## src/common/dtsc_pkg.sv

```systemverilog
package dtsc_pkg;

  // ----------------------------------------
  // register map
  // ----------------------------------------
  localparam logic [7:0]  DTSC_PARAMS_OFS   = 8'h58;
  localparam logic [7:0]  DTSC_CMD_OFS      = 8'h50;
  localparam logic [7:0]  DTSC_STATUS_OFS   = 8'h54;
  localparam logic [31:0] DTSC_PARAMS_RST   = 32'h001E_0000;
  localparam logic [31:0] DTSC_CMD_RST      = 32'h0000_0000;
  localparam int          DTSC_CMD_WO_MASKB = 0;

  // ----------------------------------------
  // fields
  // ----------------------------------------
  localparam int DTSC_STOP_FAIL_BIT   = 8;
  localparam int DTSC_RESTART_INH_BIT = 9;
  localparam int DTSC_RESET_CMD_BIT   = 18;
  localparam int DTSC_MASK_LO         = 11;
  localparam int DTSC_RANK_LO         = 5;
  localparam int DTSC_NEXT_LO         = 2;
  localparam int DTSC_MANUAL_BIT      = 1;
  localparam int DTSC_LAUNCH_BIT      = 0;
  localparam int DTSC_SKIP3T_BIT      = 26;
  localparam int DTSC_SKIPAI_BIT      = 25;
  localparam int DTSC_THREE_BIT       = 24;
  localparam int DTSC_SQUAD_BIT       = 23;
  localparam int DTSC_QUAD_BIT        = 22;
  localparam int DTSC_WSGAP_LO        = 17;
  localparam int DTSC_WLGAP_BIT       = 16;
  localparam int DTSC_REGDIMM_BIT     = 15;
  localparam int DTSC_STEPEXP_LO      = 10;
  localparam int DTSC_CKEEXP_LO       = 5;
  localparam int DTSC_RSTEXP_LO       = 0;
  localparam logic [5:0] DTSC_WL_GAP_SHORT = 6'h10;
  localparam logic [5:0] DTSC_WL_GAP_LONG  = 6'h20;

  // ----------------------------------------
  // training step codes
  // ----------------------------------------
  typedef enum logic [2:0] {
    DTSC_ST_IDLE  = 3'h0,
    DTSC_ST_RDDQS = 3'h1,
    DTSC_ST_RECEIVE_ENABLE = 3'h2,
    DTSC_ST_WRLVL = 3'h3,
    DTSC_ST_WRDQS = 3'h4
  } dtsc_step_t;

  typedef enum logic [2:0] {
    DTSC_RS_IDLE = 3'b001,
    DTSC_RS_RST  = 3'b010,
    DTSC_RS_CKE  = 3'b100
  } dtsc_rst_state_t;

  typedef struct packed {
    logic        wr;
    logic        rd;
    logic [7:0]  addr;
    logic [31:0] wdata;
  } dtsc_bus_req_t;

  typedef struct packed {
    logic [2:0] rank;
    logic       regdimm;
    logic       use_three_cycle;
    logic       use_inversion;
    logic [5:0] wl_gap;
    logic [4:0] ws_gap;
  } dtsc_phy_cfg_t;

endpackage : dtsc_pkg

```

## src/core/dtsc_ctrl.sv

```systemverilog
`timescale 1ns/100ps
`default_nettype none
module dtsc_ctrl
  import dtsc_pkg::*;
(
  input  wire logic          sys_clk,
  input  wire logic          rstn,
  input  wire dtsc_bus_req_t bus_req,
  output logic [31:0]        bus_rdata,
  input  wire logic          step_pass,
  input  wire logic          step_done,
  input  wire logic          mrs_request,
  output dtsc_step_t         phy_step,
  output dtsc_phy_cfg_t      phy_cfg,
  output logic               step_start,
  output logic               mrs_go,
  output logic               module_reset_n,
  output logic               cke_allowed
);
  // ----------------------------------------
  // registers
  // ----------------------------------------
  logic [31:0]     params_reg;
  logic [31:0]     cmd_reg;
  logic [3:0]      pass_reg;
  logic            done_reg;
  logic            halted_reg;
  dtsc_step_t      step_reg;
  dtsc_rst_state_t rs_reg;
  logic [31:0]     rdata_reg;
  logic            start_reg;
  logic            rstn_out_reg;
  logic            cke_reg;

  wire wr_params = bus_req.wr && (bus_req.addr == DTSC_PARAMS_OFS);
  wire wr_cmd    = bus_req.wr && (bus_req.addr == DTSC_CMD_OFS);
  wire launch    = wr_cmd && bus_req.wdata[DTSC_LAUNCH_BIT];
  wire rst_cmd   = wr_cmd && bus_req.wdata[DTSC_RESET_CMD_BIT];
  // a launch or a manual step acts on the word being written, not the stale one
  wire [31:0] cmd_in  = {13'h0, bus_req.wdata[18:1], 1'b0};
  wire [31:0] cmd_now = wr_cmd ? cmd_in : cmd_reg;
  wire manual    = cmd_now[DTSC_MANUAL_BIT];
  wire stop_fail = cmd_reg[DTSC_STOP_FAIL_BIT] && !cmd_reg[DTSC_RESTART_INH_BIT];
  wire [3:0] skip_mask = cmd_now[DTSC_MASK_LO +: 4];
  wire [2:0] wr_next  = bus_req.wdata[DTSC_NEXT_LO +: 3];

  // ----------------------------------------
  // step timer and module reset timer
  // ----------------------------------------
  logic step_tmo;
  logic rst_tmo;
  // expiry counts only while a step runs; a stale expiry in the load cycle is ignored
  wire  step_exp  = step_tmo && !start_reg && (step_reg != DTSC_ST_IDLE);
  wire  step_load = start_reg || step_exp;
  wire  rs_load   = rst_cmd || (rs_reg == DTSC_RS_RST && rst_tmo);
  // a reset command always starts from the reset width
  wire [4:0] rs_exp = rst_cmd ? params_reg[DTSC_RSTEXP_LO +: 5]
                              : params_reg[DTSC_CKEEXP_LO +: 5];

  dtsc_pow2_timer u_step_timer (
    .sys_clk (sys_clk),
    .rstn    (rstn),
    .load    (step_load),
    .exp_n   (params_reg[DTSC_STEPEXP_LO +: 5]),
    .expired (step_tmo)
  );

  dtsc_pow2_timer u_rst_timer (
    .sys_clk (sys_clk),
    .rstn    (rstn),
    .load    (rs_load),
    .exp_n   (rs_exp),
    .expired (rst_tmo)
  );

  // ----------------------------------------
  // next enabled step in ascending order
  // ----------------------------------------
  function automatic dtsc_step_t next_step(input logic [2:0] cur, input logic [3:0] msk);
    dtsc_step_t r;
    r = DTSC_ST_IDLE;
    for (int i = 4; i >= 1; i--) begin
      if (i > cur && !msk[i-1]) begin
        r = dtsc_step_t'(i[2:0]);
      end
    end
    return r;
  endfunction : next_step

  // mask bits sit per code: bit 11 receive_enable, 12 rd dqs, 13 wrlvl, 14 wr dqs
  wire [3:0] code_mask = {skip_mask[3], skip_mask[2], skip_mask[0], skip_mask[1]};
  wire       step_end  = step_done || step_exp;
  wire       advance   = !manual && (step_reg != DTSC_ST_IDLE) && !halted_reg && step_end;
  wire       halt_now  = step_exp && !step_done && stop_fail && !halted_reg;
  wire dtsc_step_t adv_step = next_step(step_reg, code_mask);
  // codes above the last step are refused and park the machine in idle
  wire       man_ok    = (wr_next <= 3'h4);
  wire dtsc_step_t man_step = man_ok ? dtsc_step_t'(wr_next) : DTSC_ST_IDLE;

  // ----------------------------------------
  // training step machine
  // ----------------------------------------
  dtsc_step_t step_next;
  always_comb begin
    step_next = step_reg;
    if (launch) begin
      step_next = manual ? man_step : next_step(3'h0, code_mask);
    end else if (wr_cmd && manual) begin
      step_next = man_step;
    end else if (halt_now && !manual) begin
      step_next = step_reg;
    end else if (advance) begin
      step_next = adv_step;
    end
  end

  wire pass_mark = step_done && step_pass && (step_reg != DTSC_ST_IDLE);
  wire seq_end   = (advance && adv_step == DTSC_ST_IDLE && !halt_now)
                || (halt_now && !manual);

  always_ff @(posedge sys_clk or negedge rstn) begin
    if (!rstn) begin
      step_reg   <= DTSC_ST_IDLE;
      halted_reg <= 1'b0;
      start_reg  <= 1'b0;
    end else begin
      step_reg   <= step_next;
      start_reg  <= (step_next != step_reg) && (step_next != DTSC_ST_IDLE);
      halted_reg <= launch ? 1'b0 : (halted_reg || (halt_now && !manual));
    end
  end

  // ----------------------------------------
  // status flags
  // ----------------------------------------
  // set wins over the launch clear
  always_ff @(posedge sys_clk or negedge rstn) begin
    if (!rstn) begin
      done_reg <= 1'b0;
      pass_reg <= 4'h0;
    end else begin
      done_reg <= seq_end || (done_reg && !launch);
      for (int k = 0; k < 4; k++) begin
        pass_reg[k] <= (pass_mark && step_reg == dtsc_step_t'(3'(k + 1)))
                    || (pass_reg[k] && !launch);
      end
    end
  end

  // ----------------------------------------
  // register file
  // ----------------------------------------
  always_ff @(posedge sys_clk or negedge rstn) begin
    if (!rstn) begin
      params_reg <= DTSC_PARAMS_RST;
      cmd_reg    <= DTSC_CMD_RST;
    end else begin
      if (wr_params) begin
        params_reg <= {5'h0, bus_req.wdata[26:0]};
      end
      if (wr_cmd) begin
        cmd_reg <= cmd_in;
      end
    end
  end

  wire [31:0] status_word = {23'h0, done_reg, 1'b0, pass_reg[3], pass_reg[2],
                             pass_reg[1], pass_reg[0], step_reg};
  wire [31:0] rd_mux = (bus_req.addr == DTSC_PARAMS_OFS) ? params_reg
                     : (bus_req.addr == DTSC_CMD_OFS)    ? {cmd_reg[31:19], 1'b0, cmd_reg[17:0]}
                     : (bus_req.addr == DTSC_STATUS_OFS) ? status_word
                     : 32'h0;

  always_ff @(posedge sys_clk or negedge rstn) begin
    if (!rstn) begin
      rdata_reg <= 32'h0;
    end else if (bus_req.rd) begin
      rdata_reg <= rd_mux;
    end
  end

  // ----------------------------------------
  // module reset sequence
  // ----------------------------------------
  dtsc_rst_state_t rs_next;
  always_comb begin
    case (rs_reg)
      DTSC_RS_IDLE: rs_next = rst_cmd ? DTSC_RS_RST : DTSC_RS_IDLE;
      DTSC_RS_RST:  rs_next = rst_cmd ? DTSC_RS_RST : (rst_tmo ? DTSC_RS_CKE : DTSC_RS_RST);
      DTSC_RS_CKE:  rs_next = rst_cmd ? DTSC_RS_RST : (rst_tmo ? DTSC_RS_IDLE : DTSC_RS_CKE);
      default:      rs_next = DTSC_RS_IDLE;
    endcase
  end

  always_ff @(posedge sys_clk or negedge rstn) begin
    if (!rstn) begin
      rs_reg       <= DTSC_RS_IDLE;
      rstn_out_reg <= 1'b1;
      cke_reg      <= 1'b0;
    end else begin
      rs_reg       <= rs_next;
      rstn_out_reg <= (rs_next != DTSC_RS_RST);
      cke_reg      <= (rs_next == DTSC_RS_IDLE) && (cke_reg || rs_reg == DTSC_RS_CKE);
    end
  end

  // ----------------------------------------
  // outputs; control-word handling only for registered modules
  // ----------------------------------------
  wire regd = params_reg[DTSC_REGDIMM_BIT];
  assign bus_rdata      = rdata_reg;
  assign phy_step       = step_reg;
  assign step_start     = start_reg;
  assign mrs_go         = mrs_request;
  assign module_reset_n = rstn_out_reg;
  assign cke_allowed    = cke_reg;
  assign phy_cfg.rank            = cmd_reg[DTSC_RANK_LO +: 3];
  assign phy_cfg.regdimm         = regd;
  assign phy_cfg.use_three_cycle = regd && !params_reg[DTSC_SKIP3T_BIT];
  assign phy_cfg.use_inversion   = regd && !params_reg[DTSC_SKIPAI_BIT];
  assign phy_cfg.wl_gap  = params_reg[DTSC_WLGAP_BIT] ? DTSC_WL_GAP_LONG : DTSC_WL_GAP_SHORT;
  assign phy_cfg.ws_gap  = params_reg[DTSC_WSGAP_LO +: 5];
endmodule : dtsc_ctrl
`default_nettype wire

```

## src/core/dtsc_pow2_timer.sv

```systemverilog
`timescale 1ns/100ps
`default_nettype none
module dtsc_pow2_timer
  import dtsc_pkg::*;
(
  input  wire logic       sys_clk,
  input  wire logic       rstn,
  input  wire logic       load,
  input  wire logic [4:0] exp_n,
  output logic            expired
);
  logic [31:0] cnt_reg;
  logic        run_reg;
  wire  [31:0] load_val = 32'h1 << exp_n;

  // ----------------------------------------
  // counts 2^n cycles, pulses expired once
  // ----------------------------------------
  always_ff @(posedge sys_clk or negedge rstn) begin
    if (!rstn) begin
      cnt_reg <= 32'h0;
      run_reg <= 1'b0;
    end else if (load) begin
      cnt_reg <= load_val - 32'h1;
      run_reg <= 1'b1;
    end else if (run_reg) begin
      cnt_reg <= cnt_reg - 32'h1;
      run_reg <= (cnt_reg != 32'h0);
    end
  end

  assign expired = run_reg && (cnt_reg == 32'h0);
endmodule : dtsc_pow2_timer
`default_nettype wire

```

## config.mk

```make
export PLATFORM = sky130hd
export DESIGN_NAME = dtsc_ctrl
export DESIGN_NICKNAME = d
export VERILOG_FILES = /design/src/common/dtsc_pkg.sv /design/src/core/dtsc_ctrl.sv /design/src/core/dtsc_pow2_timer.sv
export SDC_FILE = /design/constraint.sdc
export NUM_CORES = 1
export LEC_CHECK = 0
export BUFFER_PORTS_ARGS = -buffer_cell sky130_fd_sc_hd__buf_2
export CORE_MARGIN = 2
export CORE_UTILIZATION = 35
export CTS_CLUSTER_DIAMETER = 40
export CTS_CLUSTER_SIZE = 25
export DETAILED_ROUTE_END_ITERATION = 7
export PLACE_DENSITY = 0.58
export SETUP_SLACK_MARGIN = 0.1
export SLEW_MARGIN = 20
export SYNTH_ARGS = -nofsm -noshare
export SYNTH_HDL_FRONTEND = slang
export SYNTH_HIERARCHICAL = 1
export SYNTH_SLANG_ARGS = --single-unit
```

## constraint.sdc

```tcl
create_clock -name sys_clk -period 6.9 [get_ports sys_clk]
set_input_delay 0.345 -clock sys_clk [delete_from_list [all_inputs] [get_ports sys_clk]]
set_output_delay 0.345 -clock sys_clk [all_outputs]
set_load 0.02 [all_outputs]
```

### Word-level counts from Yosys, hierarchy flattened

Index checks and enable logic that the tools add are counted.

| word-level totals | value |
|---|---|
| output and inout port bits | 56 |
| flip-flop bits (word level) | 157 |
| word-level logic and storage cells | 147 |

| operators by class | value |
|---|---|
| equal/unequal tests | 13 |
| add/subtract/negate cells | 4 |
| magnitude comparators | 5 |
| muxes and demuxes | 35 |
| shift-type cells | 2 |
| reduce and logical (&&, ||, !) cells | 72 |

Operators with widths:

| kind | number |
|---|---|
| $mux W32 | 4 |
| $sub A32 B1 Y32 const B | 4 |
| $logic_not A32 Y1 | 2 |
| $reduce_bool A32 Y1 | 2 |
| $shl A1 B5 Y32 const A | 2 |
| $mux W3 | 18 |
| $logic_and A1 B1 Y1 | 39 |
| $mux W27 | 1 |
| $eq A8 B7 Y1 const B | 3 |
| $mux W18 | 1 |
| $mux W15 | 1 |
| $logic_not A1 Y1 | 13 |
| $logic_or A1 B1 Y1 | 11 |
| $eq A3 B1 Y1 const B | 3 |
| $eq A3 B2 Y1 const B | 3 |
| $mux W9 | 1 |
| $pmux W3 S3 | 1 |
| $eq A3 B3 Y1 const B | 2 |
| $gt A2 B3 Y1 const A | 2 |
| $mux W6 | 1 |
| $reduce_bool A3 Y1 | 2 |
| $mux W1 | 5 |
| $mux W5 | 1 |
| $reduce_bool A2 Y1 | 2 |
| 7 further kinds | 7 |

### Logic depth before layout (Yosys ltp)

| logic depth | value |
|---|---|
| depth after elaboration | 15 |
| gate-level depth with buffers | 18 |

### Hierarchy

The synthesis kept the hierarchy.

Modules (own cells, without submodules):

| module | area an instance (sq um) | times used | sequential area each (sq um) | cells each |
|---|---|---|---|---|
| dtsc_ctrl | 4285.4 | 1 | 2159.6 | 431 |
| dtsc_pow2_timer (u_rst_timer) | 2849.0 | 1 | 825.8 | 365 |
| dtsc_pow2_timer (u_step_timer) | 2770.2 | 1 | 825.8 | 336 |

### Worst setup path after synthesis

No wires, ideal clock.

| path | value |
|---|---|
| path kind | register to register |
| from | reg u_rst_timer.cnt_reg[18] |
| to | reg u_rst_timer.cnt_reg[30] |
| clock period less this slack | 4.393 ns |
| stages on the path, launching flop included | 17 |
| arrival time | 4.323 ns |
| required time | 6.830 ns |
| path buffers | 3 |
| library setup time | 0.070 ns |
| slack | 2.507 ns |
| cell sequence | dfrtp_1 nor4_1 nand2_1 nor4_1 nand2_1 nand2_1 buf_2 clkinv_1 clkbuf_1 clkbuf_1 a22oi_1 ha_1 o311ai_4 nor4_4 nand4_2 or4_1 nand3_1 |

| between the ends | value |
|---|---|
| cells in the longest elaborated chain, start to end | 5 |

RTL lines:

| item | RTL line | text |
|---|---|---|
| start, declared | dtsc_pow2_timer.sv:12 | `logic [31:0] cnt_reg;` |
| start signal, assigned | dtsc_pow2_timer.sv:24 | `cnt_reg <= load_val - 32'h1;` |
| start signal, assigned | dtsc_pow2_timer.sv:27 | `cnt_reg <= cnt_reg - 32'h1;` |
| $logic_not A32 Y1 (*) | dtsc_pow2_timer.sv:32 | `assign expired = run_reg && (cnt_reg == 32'h0);` |
| $logic_and A1 B1 Y1 (*) | dtsc_pow2_timer.sv:32 |  |
| net rst_tmo | dtsc_ctrl.sv:51 | `logic rst_tmo;` |
| $logic_and A1 B1 Y1 (*) | dtsc_ctrl.sv:55 | `wire rs_load = rst_cmd \|\| (rs_reg == DTSC_RS_RST && rst_tmo);` |
| $logic_or A1 B1 Y1 (*) | dtsc_ctrl.sv:55 |  |
| net rs_load | dtsc_ctrl.sv:55 |  |
| $mux W32 / $reduce_bool A2 Y1 (equally long branches) | n/a |  |

The timed path passes the listed nets; every way through them passes the cells marked *. The select of a mux whose other input is x is not followed.
A chain may end at the register's enable or synchronous reset.

### Worst setup path after layout

| path | value |
|---|---|
| from | reg u_rst_timer.cnt_reg[22] |
| to | reg u_rst_timer.cnt_reg[12] |

Same word-level chain as after synthesis.

==> reports/qor.log <==
[place] global placer's final weighted congestion 0.836
[global_route] antenna violations before repair 0
[cts] CTS tree yes
[logic_synthesis] number of instances in the synthesized netlist 1132
[timing] Final setup violation count 0
[critical_path] cell chain of the critical path nor3_1 > nand4_1 > nor4_1 > nand2_1 > nand2_1 > buf_4 > nand2b_1 > nor3b_1 > a22oi_1 > ha_1 > o311ai_4 > or3_4 > nor2_1 > xnor2_1 > a31o_2
[place] placed cell area 10500 um^2
[timing] setup repair after global routing missed its margin no
[timing] summed negative setup slack over all endpoints 0 ns
[timing] worst max-slew margin expressed relative to the limit 34.4%
[pwr] part of the total power dissipated in the clock network 30.9%
[timing] fin crit share 70.0%
[critical_path] Top delay family on crit path simple AND/OR/NAND/NOR gates
[cts] CTS H-tree depth 4
[pwr] Total Power 3.19 mW
[timing] fmax 207 MHz
[logic_synthesis] number of synthesized flops with an enable pin 0
[critical_path] critical path capture point type flip-flop
[cts] maximum clock path buffer count 2
[floorplan] Die ar. 29700 um^2
[final_layout] fill cell total of the finished layout 2811
[pwr] share of power burned in combinational logic 32.1%
[pwr] share of total power in sequential cells 37.0%
[floorplan] Top Ports 103
[logic_synthesis] FF+latch count, synth 152
[cts] cell at the root of the clock tree sky130_fd_sc_hd__clkbuf_16
[timing] final hold violation count 0
[detailed_routing] mean number of vias per cell 5.59
[logic_synthesis] sequential share of the synthesized area 38.5%
[critical_path] kind of start point of the critical path flip-flop
[floorplan] number of rows in the core area 61
[cts] clock latency reported for the late side of the worst-skew pair 0.45 ns
[critical_path] arrival time reported for the critical path endpoint 5.16 ns
[global_route] maximum number of pins on one net before global-route repair 83
[pwr] power density over the cells 287 nW/um^2
[critical_path] cell repeated most along the worst path sky130_fd_sc_hd__nand2_1
[detailed_routing] DRC violations left 0
[critical_path] critical path buffer and inverter count 1
[global_route] GRT Util Overall 19.5%
[logic_synthesis] leading register cell type out of synthesis sky130_fd_sc_hd__dfrtp_1
[pwr] switching part of the total 37.5%
[timing] worst hold slack 0.104 ns
[critical_path] Worst Path Class, Setup flip-flop to flip-flop
[job] Maximum Capacitance Violations 0
[floorplan] width of the chip 172 um
[logic_synthesis] average instance area after synthesis 8.75 um^2
[floorplan] height of the die 172 um
[global_route] wire length of the first global-routing pass 45800 um
[pwr] switching power 1.20 mW
[detailed_routing] length of the first detailed-routing pass in iterations 5
[critical_path] endpoint required time on the critical path 7.23 ns
[place] port buffer count 86
[final_layout] count of antenna diodes in the layout 0
[critical_path] Critical Path Slowest Stage Cell sky130_fd_sc_hd__nor4_1
[detailed_routing] antenna-violating nets left 0
[floorplan] starting density of the core 35.6%
[final_layout] Final Non-Filler Cells 1561
[detailed_routing] routed length per placed instance 18.0 um
[cts] count of hold buffers inserted by post-cts repair 1
[final_layout] area added between synthesis and finish 12.2%
[detailed_routing] drt initial violations 543
[final_layout] cell area after layout 11100 um^2
[place] # placed instances 1528
[pwr] total internal power 2.00 mW
[logic_synthesis] unique cell type count in the Yosys netlist 108
[timing] actual slew at the worst max-slew pin 0.981 ns
[cts] Post-CTS Setup Repair Bufs 0
[critical_path] max incr delay on CP 0.80 ns
[final_layout] layout cell share with drive strength beyond 1 18.7%
[cts] clock transition at the register clock pins on the worst setup and hold paths after CTS 0.07 ns
[detailed_routing] vias post-DR 8732
[global_route] aggregate global routing overflow 0
[logic_synthesis] summed instance area of the synthesized netlist 9900 um^2
[timing] minimum period implied by the final worst setup slack 4.83 ns
[cts] Gates resized, CTS repair 0
[timing] Fin Clk Skew 0.0185 ns
[place] HPWL after DPL 19100 um
[floorplan] core area 27900 um^2
[status] run status completed
[cts] clk sink count 152
[logic_synthesis] yosys synthesis warning count 6
[critical_path] Critical Path Fanout Max 50
[min_path] worst hold-check path type input pin to flip-flop
[cts] number of buffers created by CTS 17
[pwr] worst supply voltage drop on vdd 0.164 mV
[timing] Slew Viols, Final 0
[final_layout] combined area of the multi-input logic cells 5490 um^2
[final_layout] register area 3810 um^2
[global_route] via count of the first global-routing pass 8328
[final_layout] number of nets in the layout 1219
[pwr] Leakage Power 4.69 nW
[logic_synthesis] share of synthesized flip-flops with an asynchronous set or reset 100%
[detailed_routing] Total Wirelength 28100 um
==> logic make-up after synthesis <==
| logic type | share of synthesized area (%) |
|---|---|
| AND/OR/NAND/NOR | 24.6 |
| AO/OA/AOI/OAI | 20.8 |
| flip-flops | 38.5 |
| buffers and inverters | 6.51 |
| multiplexers | 6.38 |
| XOR/XNOR | 2.92 |
| adder cells (fa/ha/maj) | 0.253 |
| other | 0.0379 |
==> final timing paths <==
path	start	to	slack [ns]	depth (start not counted)
setup / recovery	u_rst_timer/cnt_reg[22]	u_rst_timer/cnt_reg[12]	2.07	15
hold / removal	bus_req[16]	cmd_reg[16]	0.10	3
setup reg to reg	u_rst_timer/cnt_reg[22]	u_rst_timer/cnt_reg[12]	2.07	15
hold reg to reg	cmd_reg[15]	cmd_reg[15]	0.47	2
max in group asynchronous	rstn	bus_rdata[8]	4.88	3
min in group asynchronous	rstn	u_step_timer/cnt_reg[2]	0.49	2
==> routing by layer <==
metal | GRT usage, % | share of wire [%] | vias up
met1 | 27.4 | 48 | 4279
met3 | 3.64 | 4.9 | 26
met4 | 5.77 | 1.2 | 0
met2 | 30.7 | 46 | 253
met5 | 0 | 0 | -
li1 | - | - | 4174
==> cells in the final DEF, fill, tap and decap left out, types with 25 or more instances in the layout <==
cell type,netlist,routed
sky130_fd_sc_hd__dfrtp_1,146,146
sky130_fd_sc_hd__nor3_1,34,34
sky130_fd_sc_hd__a21oi_1,67,67
sky130_fd_sc_hd__mux2i_1,25,25
sky130_fd_sc_hd__mux2_2,30,30
sky130_fd_sc_hd__nand2_1,159,159
sky130_fd_sc_hd__nand3_1,25,25
sky130_fd_sc_hd__o21ai_0,69,69
sky130_fd_sc_hd__nor2_1,91,91
sky130_fd_sc_hd__inv_1,48,48
sky130_fd_sc_hd__buf_2,13,85
==> power by group through the flow <==
stage / combinational, mW / clock, mW / sequential, mW
finish: 1.03 / 0.985 / 1.18
global route: 1.14 / 1.04 / 1.20
CTS: 1.02 / 1.01 / 1.18
detailed placement: 1.02 / 0 / 1.19
global placement: 1.01 / 0 / 1.19
floorplan: 0.809 / 0 / 1.14
==> synth_stat cells, types with 6 or more instances <==
master	instances	area, um^2
sky130_fd_sc_hd__a21oi_1	67	335
sky130_fd_sc_hd__a22oi_1	8	60.1
sky130_fd_sc_hd__a31oi_1	10	62.6
sky130_fd_sc_hd__a32o_1	7	70.1
sky130_fd_sc_hd__a41o_1	7	70.1
sky130_fd_sc_hd__a41oi_1	6	52.6
sky130_fd_sc_hd__buf_2	13	65.1
sky130_fd_sc_hd__buf_4	26	195
sky130_fd_sc_hd__clkbuf_1	41	154
sky130_fd_sc_hd__dfrtp_1	146	3650
sky130_fd_sc_hd__dfstp_2	6	158
sky130_fd_sc_hd__inv_1	48	180
sky130_fd_sc_hd__mux2_2	30	338
sky130_fd_sc_hd__mux2i_1	25	250
sky130_fd_sc_hd__nand2_1	159	597
sky130_fd_sc_hd__nand2b_1	15	93.8
sky130_fd_sc_hd__nand3_1	25	125
sky130_fd_sc_hd__nand3b_1	7	52.6
sky130_fd_sc_hd__nand4_1	12	75.1
sky130_fd_sc_hd__nand4b_1	7	61.3
sky130_fd_sc_hd__nor2_1	91	342
sky130_fd_sc_hd__nor2b_1	18	113
sky130_fd_sc_hd__nor3_1	34	170
sky130_fd_sc_hd__nor3b_1	6	45.0
sky130_fd_sc_hd__nor4_1	14	87.6
sky130_fd_sc_hd__o211ai_1	7	52.6
sky130_fd_sc_hd__o21ai_0	69	345
sky130_fd_sc_hd__o22ai_1	24	150
sky130_fd_sc_hd__o2bb2ai_1	9	78.8
sky130_fd_sc_hd__o32ai_1	7	61.3
sky130_fd_sc_hd__or4_1	6	45.0
sky130_fd_sc_hd__xnor2_1	18	158
sky130_fd_sc_hd__xor2_1	15	131
==> worst min-delay path: cells and delay by family <==
family | cells | cell delay (ns)
and+or+nand+nor | 2 | 0.08
buffers and inverters | 1 | 0.09
==> layout make-up <==
class	count	area share, %
Multi-Input combinational cell	849	49.4
Sequential cell	152	34.3
Timing Repair Buffer	98	4.76
Tap cell	378	4.26
Clock buffer	19	4.08
Inverter	52	1.76
Clock inverter	13	1.42
==> through the flow <==
stage               setup slack [ns]  utilization [%]
floorplan                       2.51                -
global placement                2.27             37.7
finish                          2.07             39.9
CTS                             2.15             39.9
detailed placement              2.18             37.7
global route                    1.66             39.9
No activity file was read; power rests on OpenSTA's default activity.
